**config.mk**
```make
export PLATFORM = sky130hd
export DESIGN_NAME = fpp_policy
export DESIGN_NICKNAME = d
export VERILOG_FILES = /design/src/hdl/fpp_pkg.sv /design/src/hdl/fpp_policy.sv /design/src/hdl/fpp_recovery_timer.sv
export VERILOG_INCLUDE_DIRS = /design/src /design/src/hdl
export SDC_FILE = /design/constraint.sdc
export NUM_CORES = 1
export LEC_CHECK = 0
export ABC_CLOCK_PERIOD_IN_PS = 2700
export BUFFER_PORTS_ARGS = -buffer_cell sky130_fd_sc_hd__buf_2
export CELL_PAD_IN_SITES_DETAIL_PLACEMENT = 0
export CELL_PAD_IN_SITES_GLOBAL_PLACEMENT = 1
export CORE_MARGIN = 4
export CORE_UTILIZATION = 43
export CTS_BUF_LIST = sky130_fd_sc_hd__clkbuf_4 sky130_fd_sc_hd__clkbuf_8
export CTS_CLUSTER_DIAMETER = 200
export DETAILED_ROUTE_END_ITERATION = 10
export GPL_ROUTABILITY_DRIVEN = 0
export GPL_TIMING_DRIVEN = 1
export MAX_ROUTING_LAYER = met4
export PLACE_DENSITY = 0.77
export SLEW_MARGIN = 20
export SYNTH_ARGS = -nofsm -noshare
export SYNTH_HDL_FRONTEND = slang
export SYNTH_SLANG_ARGS = --single-unit
export TNS_END_PERCENT = 10
```
**constraint.sdc**
```tcl
create_clock -name CLK -period 2.7 [get_ports CLK]
set_clock_uncertainty 0.1 [all_clocks]
set_input_delay 0.405 -clock CLK [delete_from_list [all_inputs] [get_ports CLK]]
set_output_delay 0.405 -clock CLK [all_outputs]
set_load 0.01 [all_outputs]
```
**src/hdl/fpp_defines.svh**
```systemverilog
// constants for the function power-state policy block
// Overview of operation
// - D2/D3hot: ignore memory/io, interrupt held off
// - D1/D2/D3hot: configuration accesses accepted unless the supply is aux-only
// - D2/D3: only PME initiated, if supported
// - recovery counted from last power-state write
`ifndef FPP_DEFINES_SVH
`define FPP_DEFINES_SVH
`define FPP_CLK_MHZ 250
`define FPP_D2_RECOVERY_US 200
`define FPP_D3_RECOVERY_MS 10
`define FPP_D2_RECOVERY_CYC (`FPP_D2_RECOVERY_US * `FPP_CLK_MHZ)
`define FPP_D3_RECOVERY_CYC (`FPP_D3_RECOVERY_MS * 1000 * `FPP_CLK_MHZ)
`define FPP_CLK_HOLD_CYC 16
`define FPP_STATE_RESET 2'h0
`endif

```
**src/hdl/fpp_pkg.sv**
```systemverilog
// types for the function power-state policy block
package fpp_pkg;
  typedef enum logic [1:0] {
    FPP_D0 = 2'b00,
    FPP_D1 = 2'b01,
    FPP_D2 = 2'b10,
    FPP_D3HOT = 2'b11
  } fpp_dstate_t;
  typedef struct packed {
    logic target_en;
    logic cfg_en;
    logic irq_en;
    logic pme_en;
    logic master_en;
  } fpp_gate_t;
endpackage

```
**src/hdl/fpp_policy.sv**
```systemverilog
// power-state policy gating for a bus function in D0..D3hot/D3cold
`timescale 1ns/1ps
`include "fpp_defines.svh"
module fpp_policy import fpp_pkg::*; #(
  parameter int D2_RECOVERY_CYC = `FPP_D2_RECOVERY_CYC,
  parameter int D3_RECOVERY_CYC = `FPP_D3_RECOVERY_CYC,
  parameter int CLK_HOLD_CYC = `FPP_CLK_HOLD_CYC,
  parameter bit PME_IN_D2 = 1'b1,
  parameter bit PME_IN_D3HOT = 1'b1,
  parameter bit PME_IN_D3COLD = 1'b1
) (
  input wire logic CLK,
  input wire logic RST_N,
  input wire logic PWR_WR,
  input wire logic [1:0] PWR_WDATA,
  input wire logic AUX_ONLY,
  input wire logic IO_MEM_HIT,
  input wire logic CFG_HIT,
  input wire logic IRQ_REQ,
  input wire logic PME_REQ,
  input wire logic MASTER_REQ,
  output logic [1:0] FUNCTION_POWER_LEVEL_FIELD,
  output logic TARGET_CLAIM,
  output logic CFG_CLAIM,
  output logic IRQ_OUT,
  output logic PME_OUT,
  output logic MASTER_GRANT,
  output logic RECOVERY_BUSY,
  output logic CLK_STOP_OK
);
  localparam int TW = 32;

  fpp_dstate_t state_q;
  fpp_gate_t gate;
  logic recov_load;
  logic [TW-1:0] recov_val;
  logic [4:0] hold_q;
  logic stop_ok_q;
  logic pme_q;
  logic pme_sup;
  logic aux_s1_q;
  logic aux_s2_q;
  logic aux_s3_q;
  logic aux_q;

  // recovery length for a change between two states
  function automatic logic [TW-1:0] recov_cycles(input fpp_dstate_t from_s, input fpp_dstate_t to_s);
    if (from_s == FPP_D3HOT || to_s == FPP_D3HOT) begin
      recov_cycles = TW'(D3_RECOVERY_CYC);
    end else if (from_s == FPP_D2 || to_s == FPP_D2) begin
      recov_cycles = TW'(D2_RECOVERY_CYC);
    end else begin
      recov_cycles = '0;
    end
  endfunction

  // programmed power level, taken straight from each field write
  always_ff @(posedge CLK or negedge RST_N) begin
    if (!RST_N) begin
      state_q <= fpp_dstate_t'(`FPP_STATE_RESET);
    end else if (PWR_WR) begin
      state_q <= fpp_dstate_t'(PWR_WDATA);
    end
  end

  assign FUNCTION_POWER_LEVEL_FIELD = state_q;

  // aux-only level is a pin from the slot supply, so it is synchronised
  always_ff @(posedge CLK or negedge RST_N) begin
    if (!RST_N) begin
      aux_s1_q <= 1'b0;
      aux_s2_q <= 1'b0;
      aux_s3_q <= 1'b0;
      aux_q <= 1'b0;
    end else begin
      aux_s1_q <= AUX_ONLY;
      aux_s2_q <= aux_s1_q;
      aux_s3_q <= aux_s2_q;
      if (aux_s2_q == aux_s3_q) begin
        aux_q <= aux_s3_q;
      end
    end
  end

  // every write restarts recovery, including a rewrite of the same level
  assign recov_load = PWR_WR;
  assign recov_val = recov_cycles(state_q, fpp_dstate_t'(PWR_WDATA));

  fpp_recovery_timer #(
    .WIDTH(TW)
  ) u_recov (
    .clk(CLK),
    .rst_n(RST_N),
    .load(recov_load),
    .load_val(recov_val),
    .busy(RECOVERY_BUSY)
  );

  // advisory only: software must honour it for config cycles too

  // gating straight from the current level
  always_comb begin
    gate.cfg_en = ~aux_q;
    gate.target_en = (state_q == FPP_D0) & ~aux_q;
    gate.irq_en = (state_q == FPP_D0) & ~aux_q;
    gate.master_en = (state_q == FPP_D0) & ~aux_q;
    if (aux_q) begin
      pme_sup = PME_IN_D3COLD;
    end else begin
      unique case (state_q)
        FPP_D2: pme_sup = PME_IN_D2;
        FPP_D3HOT: pme_sup = PME_IN_D3HOT;
        default: pme_sup = 1'b1;
      endcase
    end
    gate.pme_en = pme_sup;
  end

  assign TARGET_CLAIM = IO_MEM_HIT & gate.target_en;
  assign CFG_CLAIM = CFG_HIT & gate.cfg_en;
  assign IRQ_OUT = IRQ_REQ & gate.irq_en;
  assign MASTER_GRANT = MASTER_REQ & gate.master_en;

  // registered pme request, dropped one clock after it stops being allowed
  always_ff @(posedge CLK or negedge RST_N) begin
    if (!RST_N) begin
      pme_q <= 1'b0;
    end else begin
      pme_q <= PME_REQ & gate.pme_en;
    end
  end

  assign PME_OUT = pme_q;

  // counts clocks after entering D2/D3hot; bus may be stopped after 16
  always_ff @(posedge CLK or negedge RST_N) begin
    if (!RST_N) begin
      hold_q <= '0;
      stop_ok_q <= 1'b0;
    end else if (PWR_WR) begin
      hold_q <= '0;
      stop_ok_q <= 1'b0;
    end else if (state_q == FPP_D2 || state_q == FPP_D3HOT) begin
      if (32'(hold_q) < CLK_HOLD_CYC) begin
        hold_q <= hold_q + 5'h1;
      end
      stop_ok_q <= (32'(hold_q) + 1 >= CLK_HOLD_CYC);
    end else begin
      stop_ok_q <= 1'b0;
    end
  end

  assign CLK_STOP_OK = stop_ok_q;
endmodule

```
**src/hdl/fpp_recovery_timer.sv**
```systemverilog
// down-counter timing the recovery interval after a power-state write
`timescale 1ns/1ps
module fpp_recovery_timer #(
  parameter int WIDTH = 24
) (
  input wire logic clk,
  input wire logic rst_n,
  input wire logic load,
  input wire logic [WIDTH-1:0] load_val,
  output logic busy
);
  logic [WIDTH-1:0] cnt_q;

  // each load restarts the count, so the latest write governs
  always_ff @(posedge clk or negedge rst_n) begin
    if (!rst_n) begin
      cnt_q <= '0;
    end else if (load) begin
      cnt_q <= load_val;
    end else if (cnt_q != '0) begin
      cnt_q <= cnt_q - 1'b1;
    end
  end

  assign busy = (cnt_q != '0);
endmodule

```
==> impl_metrics.env, run 1 <==
export IMPL_tritoncts_num_buffers=5
export IMPL_grt_pass1_vias=2111
export IMPL_final_cell_mix="dfrtp_1, nor2_1, buf_4"
export IMPL_synth_area_um2=2396
export IMPL_wl_per_cell_um=15.48
export IMPL_viasPerCell=5.674
export IMPL_track_usage=0.2028
export IMPL_dp_hpwl_um=4038
export IMPL_drt_initial_drc_count=93
export IMPL_synth_edff_count=0
export IMPL_timing_final_ws_setup_ps=-47.54
export IMPL_start_util=0.4575
export IMPL_vias=2088
export IMPL_cts_clk_slew_worst_paths_ps=90
export IMPL_crit_type="flop to primary output"
export IMPL_violations="setup timing"
export IMPL_p_leak_nw=1.289
export IMPL_tightestPinTransition_ps=595.4
export IMPL_crit_chain="inv_2, ha_4, or4b_4, or4b_4, nor3_4, inv_2, buf_6"
export IMPL_seq_area_frac_synth=0.4700
export IMPL_drc_errors=0
export IMPL_critical_path_required_ps=2190
export IMPL_hold_viol=0
export IMPL_crit_path_end="RECOVERY_BUSY"
export IMPL_path_delay_family="simple AND/OR/NAND/NOR gates"
export IMPL_die_x_um=82.65
export IMPL_fp_dieH_um=82.65
export IMPL_cp_slowest_cell="or4b_4"
export IMPL_rsz0062_at_grt="true"
export IMPL_setup_violations=1
export IMPL_timing_critical_path_buf_inv=3
export IMPL_holdCritPathClass="primary input to flop"
export IMPL_worstHoldStart="AUX_ONLY"
export IMPL_drt_wl_total_um=5698
export IMPL_drt_first_pass_iters=4
export IMPL_ctsHtreeMaxLevel=2
export IMPL_async_flop_share=1.000
export IMPL_crit_fanout=2
export IMPL_gr_total_overflow=0
export IMPL_post_place_ws_ps=20.40
export IMPL_reg2reg_slack_ps=10
export IMPL_startpoint_type="flop"
export IMPL_drive_gt1_frac=0.2617
export IMPL_port_buffers=19
export IMPL_synth_distinct_cells=46
export IMPL_grt_pass1_wl_um=10160
export IMPL_cts_root_buf="clkbuf_8"
export IMPL_synth_fp_nets=262
export IMPL_num_rows=26
export IMPL_maxCapViolCount=0
export IMPL_drtAntennaViolNets=0
export IMPL_clock_latency_ps=300
export IMPL_syn_inst=249
export IMPL_ys_ff_latch=45
export IMPL_r2r_end="u_recov.cnt_q[23]$_DFFE_PN0P_"
export IMPL_maxSlewHeadroom=0.6016
export IMPL_worstSetupPathDepth=7
export IMPL_cts_tree="yes"
export IMPL_synth_avg_cell_area_um2=9.623
export IMPL_clockBufferDepth=2
export IMPL_finalCriticalPeriod_ps=2748
export IMPL_yosysWarnings=0
export IMPL_startpoint="u_recov.cnt_q[1]$_DFFE_PN0P_"
export IMPL_fmax_ghz=0.3640
export IMPL_p_total_w=0.001615
export IMPL_antenna_found_initial=0
export IMPL_fill_cells=505
export IMPL_slowest_delay_ps=530
export IMPL_final_common_cell="dfrtp_1"
export IMPL_cp_end_kind="primary output"
export IMPL_power_density_nw_per_um2=552.2
export IMPL_grt_max_degree=30
export IMPL_dieArea_um2=6830
export IMPL_final_max_slew_viol_count=0
export IMPL_yosysTopAreaCell="dfrtp_1"
export IMPL_nets=310
export IMPL_syn2layout_area_growth_pct=22.04
export IMPL_yosys_top_cells_area="dfrtp_1, nor2_1, a21oi_1"
export IMPL_cts_sinks=45
export IMPL_worstPathArrival_ps=2240
export IMPL_synth_top_area_share=0.4700
export IMPL_status="finished with violations"
export IMPL_pin_count=20
export IMPL_vdd_drop_max_v=0.0003763
export IMPL_n_antenna_cell=0
export IMPL_dpl_cell_count=350
export IMPL_synth_ff_type="dfrtp_1"
export IMPL_finalCritPeriodShare=1.018
export IMPL_rr_startpoint="u_recov.cnt_q[1]$_DFFE_PN0P_"
export IMPL_core_um2=5238
export IMPL_fin_cells=368
export IMPL_r2r_cells=10
[worst min path at each step]
stage	slack [ps]	endpoint	cells after the start
after floorplan	9	CLK_STOP_OK$_DFF_PN0_	0
after global placement	240	aux_s2_q$_DFF_PN0_	0
after detailed placement	240	aux_s2_q$_DFF_PN0_	0
after CTS	90	PME_OUT$_DFF_PN0_	1
after global routing	70	PME_OUT$_DFF_PN0_	1
final	100	aux_s1_q$_DFF_PN0_	1
[kinds of logic after synthesis]
kind of cell,count (synthesis),share of synthesized area
muxes,4,0.01828
and+or+nand+nor,118,0.2856
buffers and inverters,14,0.02976
DFF,45,0.4700
AOI/OAI and AO/OA,54,0.1415
adders and majority gates,3,0.01462
xor gates and xnor gates,11,0.04021
[state kept, by name, indices dropped and copies added (netlist names)]
name	flops
hold_q	5
u_recov.cnt_q	32
PME_OUT	1
aux_q	1
aux_s1_q	1
CLK_STOP_OK	1
aux_s2_q	1
FUNCTION_POWER_LEVEL_FIELD	2
aux_s3_q	1
[synthesized netlist by cell type, types with 2 or more instances]
master and n:
or4_4 2, nand4_1 4, nand3b_1 2, a21oi_1 22
inv_1 4, nor4b_1 3, o41ai_1 2, clkbuf_1 6
nand3_1 3, xor2_1 7, o31ai_1 9, ha_1 2
and3_1 2, buf_6 2, nor3_1 10, o21ai_0 9
and2_1 3, mux2_1 2, xnor2_1 4, nand2_1 12
a31oi_1 2, o22a_1 5, or4_1 12, or3_1 9
nor2_1 31, or2_2 3, nor2b_1 5, dfrtp_1 45
nor4_1 10
[worst reg2reg max path, cell delays in order (launching register included)]
cell and delay (ps):
dfrtp_1 400, inv_2 80, ha_4 130, or4b_4 460
or4b_4 530, nor3_4 160, buf_4 140, buf_4 100
buf_6 110, nor4_1 60, mux2_1 320
[per-layer routing]
metal  vias to the layer above  wire (um)  GRT usage
met2                        39       2635     0.3061
met4                         0         76    0.05882
met5                         -          0          -
met3                         7        214    0.04230
li1                       1035          -          -
met1                      1007       2772     0.2760
[report_power, final]
part	internal, W	switching (W)
registers	0.000728	0.0000623
clock network	0.000193	0.000240
logic	0.000176	0.000216
total	0.00110	0.000517
[through the flow]
step | instance area, um^2 | setup TNS [ps] | hold slack, ps | utilization
detailed placement | 2688 | 0 | 238.6 | 0.5131
CTS | 2887 | -83.82 | 89.02 | 0.5511
global placement | 2688 | 0 | 244.4 | 0.5131
finish | 2924 | -47.54 | 100.5 | 0.5583
global route | 2924 | -577.7 | 74.07 | 0.5583
floorplan | 2400 | 0 | 9.409 | -
[timing repair]
| action | CTS | global route |
|---|---|---|
| pin swaps | 5 | 2 |
| hold buffers | 1 | 0 |
| resized for setup | 9 | 7 |
| cloned | 0 | 0 |
| buffers inserted | 8 | 1 |
| endpoints found under the setup margin | 3 | 9 |
| hold endpoints to repair | 16 | 0 |
[cell type report]
type | count | area, um^2 | area share
clock inverters | 2 | 15.01 | 0.005135
repair buffers | 50 | 347.8 | 0.1190
inverters | 5 | 18.77 | 0.006418
multi-input cells | 190 | 1252 | 0.4283
clock buffers | 6 | 76.32 | 0.02610
flip-flops and latches | 45 | 1126 | 0.3851
well taps | 70 | 87.58 | 0.02995
No activity file was read; power rests on OpenSTA's default activity.
==> inputs of run 2 (changes only) <==
--- a/config.mk
+++ b/config.mk
@@ -12,14 +12,15 @@
 export CELL_PAD_IN_SITES_GLOBAL_PLACEMENT = 1
 export CORE_MARGIN = 4
 export CORE_UTILIZATION = 43
-export CTS_BUF_LIST = sky130_fd_sc_hd__clkbuf_4 sky130_fd_sc_hd__clkbuf_8
+export CTS_BUF_LIST = sky130_fd_sc_hd__clkbuf_4
 export CTS_CLUSTER_DIAMETER = 200
 export DETAILED_ROUTE_END_ITERATION = 10
 export GPL_ROUTABILITY_DRIVEN = 0
 export GPL_TIMING_DRIVEN = 1
 export MAX_ROUTING_LAYER = met4
 export PLACE_DENSITY = 0.77
-export SLEW_MARGIN = 20
+export RECOVER_POWER = 25
+export SLEW_MARGIN = 10
 export SYNTH_ARGS = -nofsm -noshare
 export SYNTH_HDL_FRONTEND = slang
 export SYNTH_SLANG_ARGS = --single-unit
==> run 2 against run 1 <==
  * Register-to-register slack about the same
  * Sequential share of layout area is 0.42 points higher
  * Critical endpoint unchanged
  * Cell area down 1.1%
  * The run still ends with setup timing left
  * Largest power group unchanged
  * Total power fell by 5.8%
  * Global-route usage fell by 0.58 points
  * Core utilization down 0.60 points
  * First-iteration DRC count rose by 8.6%
  * Count of clock-buffer cells in the layout stayed put
==> impl_metrics.env, run 2 (synthesis gave the netlist of run 1 again) <==
export IMPL_p_int_w=0.001017
export IMPL_grt_pass1_wl_um=10050
export IMPL_critical_path_required_ps=2190
export IMPL_rr_startpoint="u_recov.cnt_q[1]$_DFFE_PN0P_"
export IMPL_p_sw_frac=0.3314
export IMPL_nets=310
export IMPL_cts_tree="yes"
export IMPL_crit_fanout=2
export IMPL_largest_register_ff_count=32
export IMPL_drt_wl_total_um=5684
export IMPL_timing_critical_path_buf_inv=3
export IMPL_grt_max_degree=30
export IMPL_dp_hpwl_um=4038
export IMPL_clockBufferDepth=2
export IMPL_finalCriticalPeriod_ps=2811
export IMPL_cts_root_buf="clkbuf_4"
export IMPL_p_leak_nw=1.275
export IMPL_drive_gt1_frac=0.2617
export IMPL_viasPerCell=5.677
export IMPL_power_density_nw_per_um2=525.7
export IMPL_antenna_found_initial=0
export IMPL_grt_pass1_vias=2093
export IMPL_slowest_delay_ps=530
export IMPL_whs_ps=50.02
export IMPL_maxCapViolCount=0
export IMPL_cts_clk_slew_worst_paths_ps=130
export IMPL_holdPathEnd="aux_s1_q$_DFF_PN0_"
export IMPL_r2r_cells=10
export IMPL_dieArea_um2=6830
export IMPL_clock_latency_ps=360
export IMPL_wl_per_cell_um=15.45
export IMPL_worstPathArrival_ps=2310
export IMPL_fp_dieH_um=82.65
export IMPL_core_um2=5238
export IMPL_power_frac_seq=0.520
export IMPL_cp_slowest_cell="or4b_4"
export IMPL_fin_util=0.5523
export IMPL_rsz0062_at_grt="true"
export IMPL_vdd_drop_max_v=0.0003983
export IMPL_holdCritPathClass="primary input to flop"
export IMPL_gr_total_overflow=0
export IMPL_p_switching_w=0.0005040
export IMPL_reg2reg_slack_ps=10
export IMPL_crit_type="flop to primary output"
export IMPL_fill_cells=506
export IMPL_vias=2089
export IMPL_pin_count=20
export IMPL_cts_sinks=45
export IMPL_post_place_ws_ps=20.40
export IMPL_r2r_end="u_recov.cnt_q[23]$_DFFE_PN0P_"
export IMPL_num_rows=26
export IMPL_die_x_um=82.65
export IMPL_hold_viol=0
export IMPL_start_util=0.4575
export IMPL_fmax_ghz=0.3558
export IMPL_post_dp_cell_area_um2=2688
export IMPL_tritoncts_num_buffers=5
export IMPL_track_usage=0.1969
export IMPL_drtAntennaViolNets=0
export IMPL_final_cell_mix="dfrtp_1, nor2_1, buf_4"
export IMPL_clkPwrFrac=0.222
export IMPL_setup_violations=1
export IMPL_drt_initial_drc_count=101
export IMPL_port_buffers=19
export IMPL_final_max_slew_viol_count=0
export IMPL_timing_final_ws_setup_ps=-110.5
export IMPL_maxSlewHeadroom=0.3255
export IMPL_setup_tns_ps=-110.5
export IMPL_crit_chain="inv_2, ha_4, or4b_4, or4b_4, nor3_4, inv_2, buf_6"
export IMPL_final_common_cell="dfrtp_1"
export IMPL_startpoint_type="flop"
export IMPL_p_comb_frac=0.259
export IMPL_drc_errors=0
export IMPL_top_register="u_recov.cnt_q"
export IMPL_ctsHtreeMaxLevel=2
export IMPL_cp_end_kind="primary output"
export IMPL_status="finished with violations"
export IMPL_drt_first_pass_iters=4
export IMPL_path_delay_family="simple AND/OR/NAND/NOR gates"
export IMPL_finalCritPeriodShare=1.041
export IMPL_syn2layout_area_growth_pct=20.73
export IMPL_whs_path_depth=1
export IMPL_violations="setup timing"
export IMPL_tightestPinTransition_ps=1012
export IMPL_n_antenna_cell=0
export IMPL_final_area_um2=2893
export IMPL_worstHoldStart="AUX_ONLY"
run 2: what timing repair did:
item,4_1_cts,5_1_grt
buffers inserted,8,1
hold endpoints to repair,16,0
hold buffers,1,0
pin swaps,5,3
gates resized for setup,10,6
endpoints found under the setup margin,3,9
run 2: worst max path at each step:
stage	startpoint	end	slack, ps	depth (start not counted)
3_3_place_gp	u_recov.cnt_q[0]$_DFFE_PN0P_	u_recov.cnt_q[23]$_DFFE_PN0P_	60	8
3_5_place_dp	u_recov.cnt_q[0]$_DFFE_PN0P_	u_recov.cnt_q[23]$_DFFE_PN0P_	20	8
4_1_cts	u_recov.cnt_q[1]$_DFFE_PN0P_	RECOVERY_BUSY	-150	7
5_1_grt	u_recov.cnt_q[0]$_DFFE_PN0P_	RECOVERY_BUSY	-240	7
6_report	u_recov.cnt_q[1]$_DFFE_PN0P_	RECOVERY_BUSY	-110	7
2_1_floorplan	u_recov.cnt_q[0]$_DFFE_PN0P_	u_recov.cnt_q[23]$_DFFE_PN0P_	80	8
run 2: metrics by stage:
step / total power, W / instances
after floorplan: 0.001038 / 249
after global placement: 0.001167 / 350
after detailed placement: 0.001171 / 350
after CTS: 0.001525 / 367
after global routing: 0.001628 / 368
final: 0.001521 / 368
run 2: power groups by stage:
stage	sequential (W)	combinational (W)	clock [W]
final	0.000790	0.000393	0.000337
after global routing	0.000801	0.000442	0.000385
after CTS	0.000787	0.000389	0.000349
after detailed placement	0.000799	0.000371	0
after global placement	0.000798	0.000368	0
after floorplan	0.000794	0.000244	0
run 2: cell type report:
type | instances | area (um^2) | area share
clock buffers | 6 | 45.04 | 0.01557
clock inverters | 2 | 15.01 | 0.005190
inverters | 5 | 18.77 | 0.006488
multi-input cells | 190 | 1257 | 0.4347
flip-flops and latches | 45 | 1126 | 0.3893
well taps | 70 | 87.58 | 0.03028
repair buffers | 50 | 342.8 | 0.1185
run 2: metal layers:
| metal | global-route usage | wire length [um] | part of all wire | up-vias |
|---|---|---|---|---|
| met5 | - | 0 | 0 | - |
| met4 | 0.03431 | 29 | 0.0051 | 0 |
| met3 | 0.03579 | 200 | 0.035 | 2 |
| met2 | 0.3077 | 2672 | 0.47 | 36 |
| met1 | 0.2720 | 2782 | 0.49 | 1011 |
| li1 | - | - | - | 1040 |
